--- config.mk ---
export PLATFORM = sky130hd
export DESIGN_NAME = rscmb_top
export DESIGN_NICKNAME = d
export VERILOG_FILES = /design/src/verilog/rscmb_pkg.sv /design/src/verilog/rscmb_sync.sv /design/src/verilog/rscmb_top.sv
export SDC_FILE = /design/constraint.sdc
export NUM_CORES = 1
export LEC_CHECK = 0
export ABC_AREA = 1
export BUFFER_PORTS_ARGS = -buffer_cell sky130_fd_sc_hd__buf_4
export CAP_MARGIN = 40
export CORE_UTILIZATION = 30
export DETAILED_ROUTE_END_ITERATION = 8
export MAX_ROUTING_LAYER = met4
export PLACE_DENSITY_LB_ADDON = 0.1
export SLEW_MARGIN = 5
export SYNTH_ARGS = -nofsm -noshare
export SYNTH_HDL_FRONTEND = slang
export SYNTH_SLANG_ARGS = --single-unit
--- constraint.sdc ---
create_clock -name ref_clk_i -period 1.35 [get_ports ref_clk_i]
set_input_delay 0.135 -clock ref_clk_i [delete_from_list [all_inputs] [get_ports ref_clk_i]]
set_output_delay 0.135 -clock ref_clk_i [all_outputs]
set_load 0.005 [all_outputs]
--- src/verilog/rscmb_pkg.sv ---
`default_nettype none
package rscmb_pkg;

  // ===========================================================
  // Register bus
  // ===========================================================
  localparam int unsigned ADDR_W = 4;
  localparam int unsigned DATA_W = 16;

  localparam logic [ADDR_W-1:0] OFS_CAUSE   = 4'h0;
  localparam logic [ADDR_W-1:0] OFS_EVT_ST  = 4'h4;
  localparam logic [ADDR_W-1:0] OFS_EVT_EN  = 4'h8;
  localparam logic [ADDR_W-1:0] OFS_EVT_CLR = 4'hC;

  // ===========================================================
  // Reset cause and control register layout
  // ===========================================================
  localparam int unsigned BIT_TRAP      = 15;
  localparam int unsigned BIT_ILLOP     = 14;
  localparam int unsigned BIT_DSLP      = 10;
  localparam int unsigned BIT_CFG_MISM  = 9;
  localparam int unsigned BIT_FBIAS     = 8;
  localparam int unsigned BIT_EXT       = 7;
  localparam int unsigned BIT_SOFT_RST  = 6;
  localparam int unsigned BIT_SOFT_WDOG = 5;
  localparam int unsigned BIT_WDOG_TMO  = 4;
  localparam int unsigned BIT_SLEEP     = 3;
  localparam int unsigned BIT_IDLE      = 2;
  localparam int unsigned BIT_BROWNOUT  = 1;
  localparam int unsigned BIT_POR       = 0;

  // Value left by a power-on reset: brown-out and power-on flags set
  localparam logic [DATA_W-1:0] CAUSE_POR_VAL = 16'h0003;
  // Bits that a plain write stores (reserved 13..11 and deep-sleep excluded)
  localparam logic [DATA_W-1:0] CAUSE_WR_MASK = 16'hC3FF;
  // Control bits that take their defined value under master reset
  localparam logic [DATA_W-1:0] CAUSE_CTL_MASK = 16'h0120;
  localparam logic [DATA_W-1:0] CAUSE_CTL_RST  = 16'h0000;

  localparam logic [DATA_W-1:0] EVT_EN_RST = 16'h0000;
  localparam logic [DATA_W-1:0] ZERO_WORD  = 16'h0000;

  // Number of reset request lines into the combiner
  localparam int unsigned NUM_REQ = 9;
  localparam int unsigned SYNC_STAGES = 2;

endpackage : rscmb_pkg
`default_nettype wire

--- src/verilog/rscmb_sync.sv ---
`timescale 1ns/1ps
`default_nettype none
module rscmb_sync #(
  parameter int unsigned WIDTH = 2
) (
  input  wire logic             ref_clk_i,  // Block clock
  input  wire logic             rstn_i,     // Async reset, active low
  input  wire logic [WIDTH-1:0] async_i,    // Levels from pins
  output logic      [WIDTH-1:0] sync_o      // Synchronised levels
);

  // ===========================================================
  // Two-stage synchroniser per line
  // ===========================================================
  logic [WIDTH-1:0] meta_q;

  genvar g;
  generate
    for (g = 0; g < WIDTH; g++)
    begin : g_line
      always_ff @(posedge ref_clk_i or negedge rstn_i)
      begin
        if (!rstn_i)
        begin
          meta_q[g] <= 1'b0;
          sync_o[g] <= 1'b0;
        end
        else
        begin
          meta_q[g] <= async_i[g];
          sync_o[g] <= meta_q[g];
        end
      end
    end
  endgenerate

endmodule : rscmb_sync
`default_nettype wire

--- src/verilog/rscmb_top.sv ---
// Function
// RULE1: Master reset is the OR of every active reset request.
// RULE2: Nine causes accepted: power-on, pin, instruction, watchdog, brown-out, mismatch, trap, opcode, wreg.
// RULE3: While master reset is active, control registers are forced to defined values.
// RULE4: Flags have no reset except power-on; other resets leave them intact.
// RULE5: Each reset sets the status flag matching its cause.
// RULE6: Power-on clears the cause register except brown-out and power-on flags, which set.
// RULE7: Software may set or clear any status flag at any time.
// RULE8: A software write to a flag never starts a reset.
// RULE9: Software should clear flags after reading them.
// RULE10: Trap conflict sets the flag at bit 15.
// RULE11: Illegal opcode, address mode or uninitialised wreg sets bit 14.
// RULE12: Configuration mismatch resets and sets bit 9.
// RULE13: Watchdog time-out sets bit 4.
// RULE14: Bit 8 keeps flash bias powered in sleep when 1; else standby.
// RULE15: Bit 5 enables watchdog; fuse enable forces watchdog on regardless.
// RULE16: Sleep with deep-sleep enable sets bit 10; software may only clear it.
// RULE17: Pin reset sets bit 7; reset instruction sets bit 6.
// RULE18: Sleep entry sets bit 3, idle entry sets bit 2; bits 13..11 read zero.
//
// The address-and-strobe port and the register addresses were chosen for this implementation.
`timescale 1ns/1ps
`default_nettype none
module rscmb_top (
  input  wire logic                          ref_clk_i,         // 10 MHz clock
  input  wire logic                          rstn_i,            // Power-on reset, low
  input  wire logic                          pin_reset_i,       // External pin request
  input  wire logic                          brownout_reset_i,  // Brown-out detector
  input  wire logic                          reset_instr_i,     // Reset instruction
  input  wire logic                          watchdog_tmo_i,    // Watchdog time-out
  input  wire logic                          config_mismatch_i, // Config word mismatch
  input  wire logic                          trap_conflict_i,   // Trap conflict
  input  wire logic                          illegal_op_i,      // Illegal opcode
  input  wire logic                          illegal_amode_i,   // Illegal address mode
  input  wire logic                          uninit_wreg_reset_i, // Uninit wreg pointer
  input  wire logic                          power_save_sleep_i, // Sleep entry pulse
  input  wire logic                          power_save_idle_i,  // Idle entry pulse
  input  wire logic                          deep_sleep_en_i,   // Deep-sleep enable
  input  wire logic                          fuse_watchdog_enable_i, // Fuse bit
  input  wire logic [rscmb_pkg::ADDR_W-1:0]  addr_i,            // Register address
  input  wire logic [rscmb_pkg::DATA_W-1:0]  wr_data_i,         // Write data
  input  wire logic                          wr_i,              // Write strobe
  input  wire logic                          rd_i,              // Read strobe
  output logic      [rscmb_pkg::DATA_W-1:0]  rd_data_o,         // Read data
  output logic                               master_reset_o,    // Master reset, high
  output logic                               watchdog_enable_o, // Watchdog run
  output logic                               flash_bias_keep_o, // Bias on in sleep
  output logic                               irq_o              // Level interrupt
);
  import rscmb_pkg::*;

  // ===========================================================
  // Input synchronisation
  // ===========================================================
  // Pin and brown-out come from outside the clock domain
  logic [1:0] pin_async;
  logic [1:0] pin_sync;
  logic       pin_req;
  logic       brownout_req;

  assign pin_async = {brownout_reset_i, pin_reset_i};

  rscmb_sync #(
    .WIDTH (2)
  ) rscmb_sync_inst (
    .ref_clk_i (ref_clk_i),
    .rstn_i    (rstn_i),
    .async_i   (pin_async),
    .sync_o    (pin_sync)
  );

  assign pin_req      = pin_sync[0];
  assign brownout_req = pin_sync[1];

  // ===========================================================
  // Request collection
  // ===========================================================
  // Power-on is carried by rstn_i itself; the other causes are lines
  logic [NUM_REQ-2:0] req_vec;
  logic               any_req;
  logic               illop_req;

  // Address-mode and uninitialised-pointer faults share the opcode flag
  assign illop_req = illegal_op_i | illegal_amode_i | uninit_wreg_reset_i; // [RULE11]

  assign req_vec = {
    pin_req,
    reset_instr_i,
    watchdog_tmo_i,
    brownout_req,
    config_mismatch_i,
    trap_conflict_i,
    illegal_op_i,
    illegal_amode_i | uninit_wreg_reset_i
  }; // [RULE2]

  assign any_req = |req_vec; // [RULE1]

  // ===========================================================
  // Master reset
  // ===========================================================
  // Held high through power-on, so downstream logic sees one reset
  // Software flag writes never reach any_req [RULE8]
  logic master_reset_q;

  always_ff @(posedge ref_clk_i or negedge rstn_i)
  begin
    if (!rstn_i)
    begin
      master_reset_q <= 1'b1;
    end
    else
    begin
      master_reset_q <= any_req; // [RULE1]
    end
  end

  assign master_reset_o = master_reset_q;

  // ===========================================================
  // Register decode
  // ===========================================================
  function automatic logic hit(
    input logic [ADDR_W-1:0] a,
    input logic [ADDR_W-1:0] ofs
  );
    hit = (a == ofs);
  endfunction : hit

  // Software view of a cause write: reserved bits never store, and the
  // deep-sleep flag can only be cleared from this side
  function automatic logic [DATA_W-1:0] cause_wr_val(
    input logic [DATA_W-1:0] cur,
    input logic [DATA_W-1:0] wdata
  );
    logic [DATA_W-1:0] v;
    v            = wdata & CAUSE_WR_MASK;
    v[BIT_DSLP]  = cur[BIT_DSLP] & wdata[BIT_DSLP];
    cause_wr_val = v;
  endfunction : cause_wr_val

  // One read multiplexer; the write-only clear register and holes read zero
  // Registers are read, so a flag set in the strobe cycle shows next read
  function automatic logic [DATA_W-1:0] rd_mux(
    input logic [ADDR_W-1:0] a,
    input logic [DATA_W-1:0] cause,
    input logic [DATA_W-1:0] st,
    input logic [DATA_W-1:0] en
  );
    case (a)
      OFS_CAUSE:  rd_mux = cause;
      OFS_EVT_ST: rd_mux = st;
      OFS_EVT_EN: rd_mux = en;
      default:    rd_mux = ZERO_WORD;
    endcase
  endfunction : rd_mux

  logic wr_cause;
  logic wr_evt_en;
  logic wr_evt_clr;

  assign wr_cause   = wr_i & hit(addr_i, OFS_CAUSE);
  assign wr_evt_en  = wr_i & hit(addr_i, OFS_EVT_EN);
  assign wr_evt_clr = wr_i & hit(addr_i, OFS_EVT_CLR);

  // ===========================================================
  // Hardware set events
  // ===========================================================
  logic [DATA_W-1:0] hw_set;

  always_comb
  begin
    hw_set             = ZERO_WORD;
    hw_set[BIT_TRAP]     = trap_conflict_i;                      // [RULE10]
    hw_set[BIT_ILLOP]    = illop_req;                            // [RULE11]
    hw_set[BIT_DSLP]     = power_save_sleep_i & deep_sleep_en_i; // [RULE16]
    hw_set[BIT_CFG_MISM] = config_mismatch_i;                    // [RULE12]
    hw_set[BIT_EXT]      = pin_req;                              // [RULE17]
    hw_set[BIT_SOFT_RST] = reset_instr_i;                        // [RULE17]
    hw_set[BIT_WDOG_TMO] = watchdog_tmo_i;                       // [RULE13]
    hw_set[BIT_SLEEP]    = power_save_sleep_i;                   // [RULE18]
    hw_set[BIT_IDLE]     = power_save_idle_i;                    // [RULE18]
    hw_set[BIT_BROWNOUT] = brownout_req;                         // [RULE5]
  end

  // ===========================================================
  // Reset cause and control register
  // ===========================================================
  logic [DATA_W-1:0] cause_q;
  logic [DATA_W-1:0] cause_d;
  logic [DATA_W-1:0] cause_base;

  always_comb
  begin
    cause_base = cause_q;
    if (wr_cause)
    begin
      cause_base = cause_wr_val(cause_q, wr_data_i); // [RULE7] [RULE16]
    end
    if (power_save_sleep_i | power_save_idle_i)
    begin
      // Power-save entry clears the time-out flag
      cause_base[BIT_WDOG_TMO] = 1'b0;
    end
    if (master_reset_q)
    begin
      // Control bits forced; status flags kept across resets
      cause_base = (cause_base & ~CAUSE_CTL_MASK) | CAUSE_CTL_RST; // [RULE3] [RULE4]
    end
    // Set after clear, so a cause landing with a write is never lost
    cause_d = cause_base | hw_set; // [RULE5]
  end

  // Only power-on restores the whole register
  always_ff @(posedge ref_clk_i or negedge rstn_i)
  begin
    if (!rstn_i)
    begin
      cause_q <= CAUSE_POR_VAL; // [RULE6]
    end
    else
    begin
      cause_q <= cause_d;
    end
  end

  // ===========================================================
  // Watchdog and flash bias controls
  // ===========================================================
  // Fuse is a static configuration level on this clock
  // Master reset does not mask the fuse term, so a fused watchdog keeps running
  logic wdt_en_q;
  logic fbias_q;

  always_ff @(posedge ref_clk_i or negedge rstn_i)
  begin
    if (!rstn_i)
    begin
      wdt_en_q <= 1'b0;
    end
    else
    begin
      wdt_en_q <= fuse_watchdog_enable_i | cause_q[BIT_SOFT_WDOG]; // [RULE15]
    end
  end

  always_ff @(posedge ref_clk_i or negedge rstn_i)
  begin
    if (!rstn_i)
    begin
      fbias_q <= 1'b0;
    end
    else
    begin
      // 0 lets the bias drop and the regulator idle in sleep
      fbias_q <= cause_q[BIT_FBIAS]; // [RULE14]
    end
  end

  assign watchdog_enable_o = wdt_en_q;
  assign flash_bias_keep_o = fbias_q;

  // ===========================================================
  // Event interrupt
  // ===========================================================
  // Status has the same layout as the cause register and survives non-power-on resets; the enable clears under master reset
  logic [DATA_W-1:0] evt_st_q;
  logic [DATA_W-1:0] evt_en_q;
  logic [DATA_W-1:0] evt_clr;
  logic              irq_q;

  assign evt_clr = wr_evt_clr ? wr_data_i : ZERO_WORD;

  // A hardware set wins over a clear landing in the same cycle
  always_ff @(posedge ref_clk_i or negedge rstn_i)
  begin
    if (!rstn_i)
    begin
      evt_st_q <= ZERO_WORD;
    end
    else
    begin
      evt_st_q <= (evt_st_q & ~evt_clr) | hw_set;
    end
  end

  always_ff @(posedge ref_clk_i or negedge rstn_i)
  begin
    if (!rstn_i)
    begin
      evt_en_q <= EVT_EN_RST;
    end
    else if (master_reset_q)
    begin
      evt_en_q <= EVT_EN_RST; // [RULE3]
    end
    else if (wr_evt_en)
    begin
      evt_en_q <= wr_data_i;
    end
  end

  always_ff @(posedge ref_clk_i or negedge rstn_i)
  begin
    if (!rstn_i)
    begin
      irq_q <= 1'b0;
    end
    else
    begin
      irq_q <= |(evt_st_q & evt_en_q);
    end
  end

  assign irq_o = irq_q;

  // ===========================================================
  // Read port
  // ===========================================================
  // Data stand only in the cycle after the strobe; clear reads zero
  logic [DATA_W-1:0] rd_data_q;

  always_ff @(posedge ref_clk_i or negedge rstn_i)
  begin
    if (!rstn_i)
    begin
      rd_data_q <= ZERO_WORD;
    end
    else if (rd_i)
    begin
      rd_data_q <= rd_mux(addr_i, cause_q, evt_st_q, evt_en_q); // [RULE18]
    end
    else
    begin
      rd_data_q <= ZERO_WORD;
    end
  end

  assign rd_data_o = rd_data_q;

endmodule : rscmb_top
`default_nettype wire

==> impl_metrics.json <==
{
  "synth.distinct_cells": 20,
  "rsz0062_at_grt": "no",
  "setup.worst_path.class": "input port to flop",
  "timing.rr.start": "master_reset_o$_DFF_PN1_",
  "cp.required_ps": 1620,
  "synth_seq_cells": 69,
  "p_per_area_nw_per_um2": 1073,
  "synth_top_family_by_area": "simple AND/OR/NAND/NOR gates",
  "grt_max_degree": 40,
  "clock-sinks": 69,
  "dr_total_vias": 2611,
  "die_w_um": 102.3,
  "path_max_fanout": 2,
  "drc_errors": 0,
  "layout-drive-gt1-share_pct": 21.44,
  "leakage_nw": 2.163,
  "post-route-period-util_pct": 98.15,
  "firstDrtPassIters": 4,
  "area.growth.synth_to_final_pct": 36.80,
  "overflow": 0,
  "grt_pass1_wl_mm": 13.71,
  "synthMuxAreaShare_pct": 0,
  "nFillCells": 1016,
  "root_buffer": "clkbuf_8",
  "synth_top_cell_by_area": "dfrtp_1",
  "hold_start": "wr_data_i[10]",
  "dp_hpwl_mm": 5.623,
  "async_flop_share_pct": 100.0,
  "yosys.area.top_type_share_pct": 54.70,
  "p_total_mw": 4.431,
  "max_freq_mhz": 754.7,
  "synth_area_um2": 3019,
  "tns_ps": 0,
  "synth_cells": 352,
  "wl_mm": 8.297,
  "start_util_pct": 30.89,
  "syn-num-nets": 389,
  "slew-limit-headroom_pct": 74.50,
  "num_rows": 36,
  "cts_buffer_depth": 2,
  "synth_edf_count": 0,
  "max_cap_viol_count": 0,
  "drv_slew": 0,
  "clk_pin_slew_ps": 70,
  "ir_worst_vdd_uv": 577.8,
  "core_um2": 9774,
  "hp-class": "input port to flop",
  "multi_input_comb_area_um2": 1054,
  "antenna_found_initial": 0,
  "synth.yosys.warnings": 0,
  "finalHoldViolations": 0,
  "ctsHtreeMaxLevel": 3,
  "cp.arrival_ps": 1600,
  "grt_pass1_vias": 2656,
  "chipHeight_um": 102.3,
  "seqCellArea_um2": 1730,
  "synth-simple-area-share_pct": 29.76,
  "routed_via_density": 4.533,
  "hold_ws_ps": 16.80,
  "gp_congestion": 0.7955,
  "cts_buffers": 9,
  "ys.flop_type": "dfrtp_1",
  "nets": 475,
  "worst_pin_slew_ps": 381.7,
  "fin_crit_ps": 1325,
  "outcome": "finished clean",
  "die-area_um2": 10470,
  "postCtsSetupRepairBufs": 0,
  "portBuffers": 56,
  "gr-usage-all-layers_pct": 18.52,
  "skew_ps": 9.634,
  "synthTopCellsByCount": "nand2_1 (93), nand3_1 (84), dfrtp_1 (66)",
  "synthTopCellsByArea": "dfrtp_1 (55%), nand3_1 (14%), nand2_1 (12%)",
  "ant_nets": 0,
  "cts_tree": "built",
  "synth_seq_area_share_pct": 57.31,
  "antenna_cells": 0,
  "worstSetupStartpointType": "input port",
  "synth_compound_area_share_pct": 5.139,
  "cp-startpoint": "trap_conflict_i",
  "cp-end-kind": "flop",
  "insertion_delay_ps": 340,
  "avgSynthCellArea_um2": 8.577,
  "synth.most_common_cell": "nand2_1",
  "io_pins": 57,
  "drtIter0Drc": 115,
  "synthAdderAreaFrac_pct": 0,
  "wl_per_cell_um": 14.40,
  "yosys.area_share.xor_xnor_pct": 0,
  "finalSetupViolations": 0
}
## registers in the layout (all words and copies together), names as in the netlist, 2 cells and up
register and cells:
rscmb_sync_inst.meta_q 2, evt_st_q 16, evt_en_q 16, cause_q 13
rscmb_sync_inst.sync_o 2, rd_data_o 16
## through the flow
| stage | util [%] | cell area (um2) | cells | worst slack (ps) |
|---|---|---|---|---|
| floorplan | - | 3019 | 352 | 280.8 |
| global placement | 38.01 | 3715 | 541 | 177.1 |
| detailed placement | 38.01 | 3715 | 541 | 153.9 |
| CTS | 42.15 | 4120 | 575 | 57.77 |
| global route | 42.26 | 4130 | 576 | 5.304 |
| finish | 42.26 | 4130 | 576 | 25.03 |
## final timing paths
kind                                                       end  slack (ps)  depth (start not counted)
min in group asynchronous             evt_en_q[13]$_DFFE_PN0P_         210                          2
max in group asynchronous                 cause_q[1]$_DFF_PN1_         570                          3
min reg2reg                rscmb_sync_inst.sync_o[0]$_DFF_PN0_         360                          0
max                                   master_reset_o$_DFF_PN1_          30                          5
max reg2reg                            evt_en_q[3]$_DFFE_PN0P_         280                          5
min                                   evt_en_q[10]$_DFFE_PN0P_          20                          3
## cells in the final DEF (no fill, tap or decap)
master          n
buf_12          5
inv_1          45
nand2_1        93
nor2_4          3
nand3_4         1
clkbuf_1        1
buf_4          66
o211ai_1        8
nor3_1          1
nand3_1        84
nor4_1          1
dfrtp_1        66
a21oi_1         3
dfstp_2         3
nor2_2          1
clkbuf_8       11
nor2_1          6
o21ai_0        16
clkinv_2        2
nand4_1         5
or2_2           1
bufinv_16       2
dlygate4sd3_1  19
## critical path, cell delays in order
cell           delay [ps]
dlygate4sd3_1         540
buf_4                 140
nor4_1                150
dlygate4sd3_1         580
nand2_1                50
## power breakdown
group	switching (mW)	total (mW)	leakage (nW)	internal, mW
clock network	0.777	1.91	0.116	1.14
registers	0.0165	2.12	0.846	2.11
logic	0.216	0.395	1.20	0.179
total	1.01	4.43	2.16	3.42
## layer usage
| metal | part of all wire, % | wire length (um) | global-route usage [%] | vias up |
|---|---|---|---|---|
| li1 | - | - | - | 1313 |
| met1 | 48 | 3969 | 23.76 | 1221 |
| met2 | 47 | 3860 | 28.55 | 64 |
| met3 | 3.7 | 303 | 3.352 | 13 |
| met4 | 2.0 | 163 | 8.242 | 0 |
| met5 | 0 | 0 | - | - |
## repair_timing
action | 4_1_cts | 5_1_grt
hold endpoints to repair | 82 | 1
gates resized for setup | 0 | 0
hold buffers | 18 | 1
## kinds of logic (layout without fill, tap and decap cells)
| logic type | Yosys count | after routing |
|---|---|---|
| AND/OR/NAND/NOR | 196 | 196 |
| flip-flops | 69 | 69 |
| buffers and inverters | 60 | 151 |
| AO/OA/AOI/OAI | 27 | 27 |
## final cells by class
| type | count | share of cell area [%] |
|---|---|---|
| Tap cell | 133 | 4.029 |
| Multi-Input combinational cell | 223 | 25.51 |
| Clock inverter | 4 | 1.696 |
| Timing Repair Buffer | 90 | 19.02 |
| Clock buffer | 12 | 3.756 |
| Inverter | 45 | 4.090 |
| Sequential cell | 69 | 41.90 |
No activity file was read; power rests on OpenSTA's default activity.
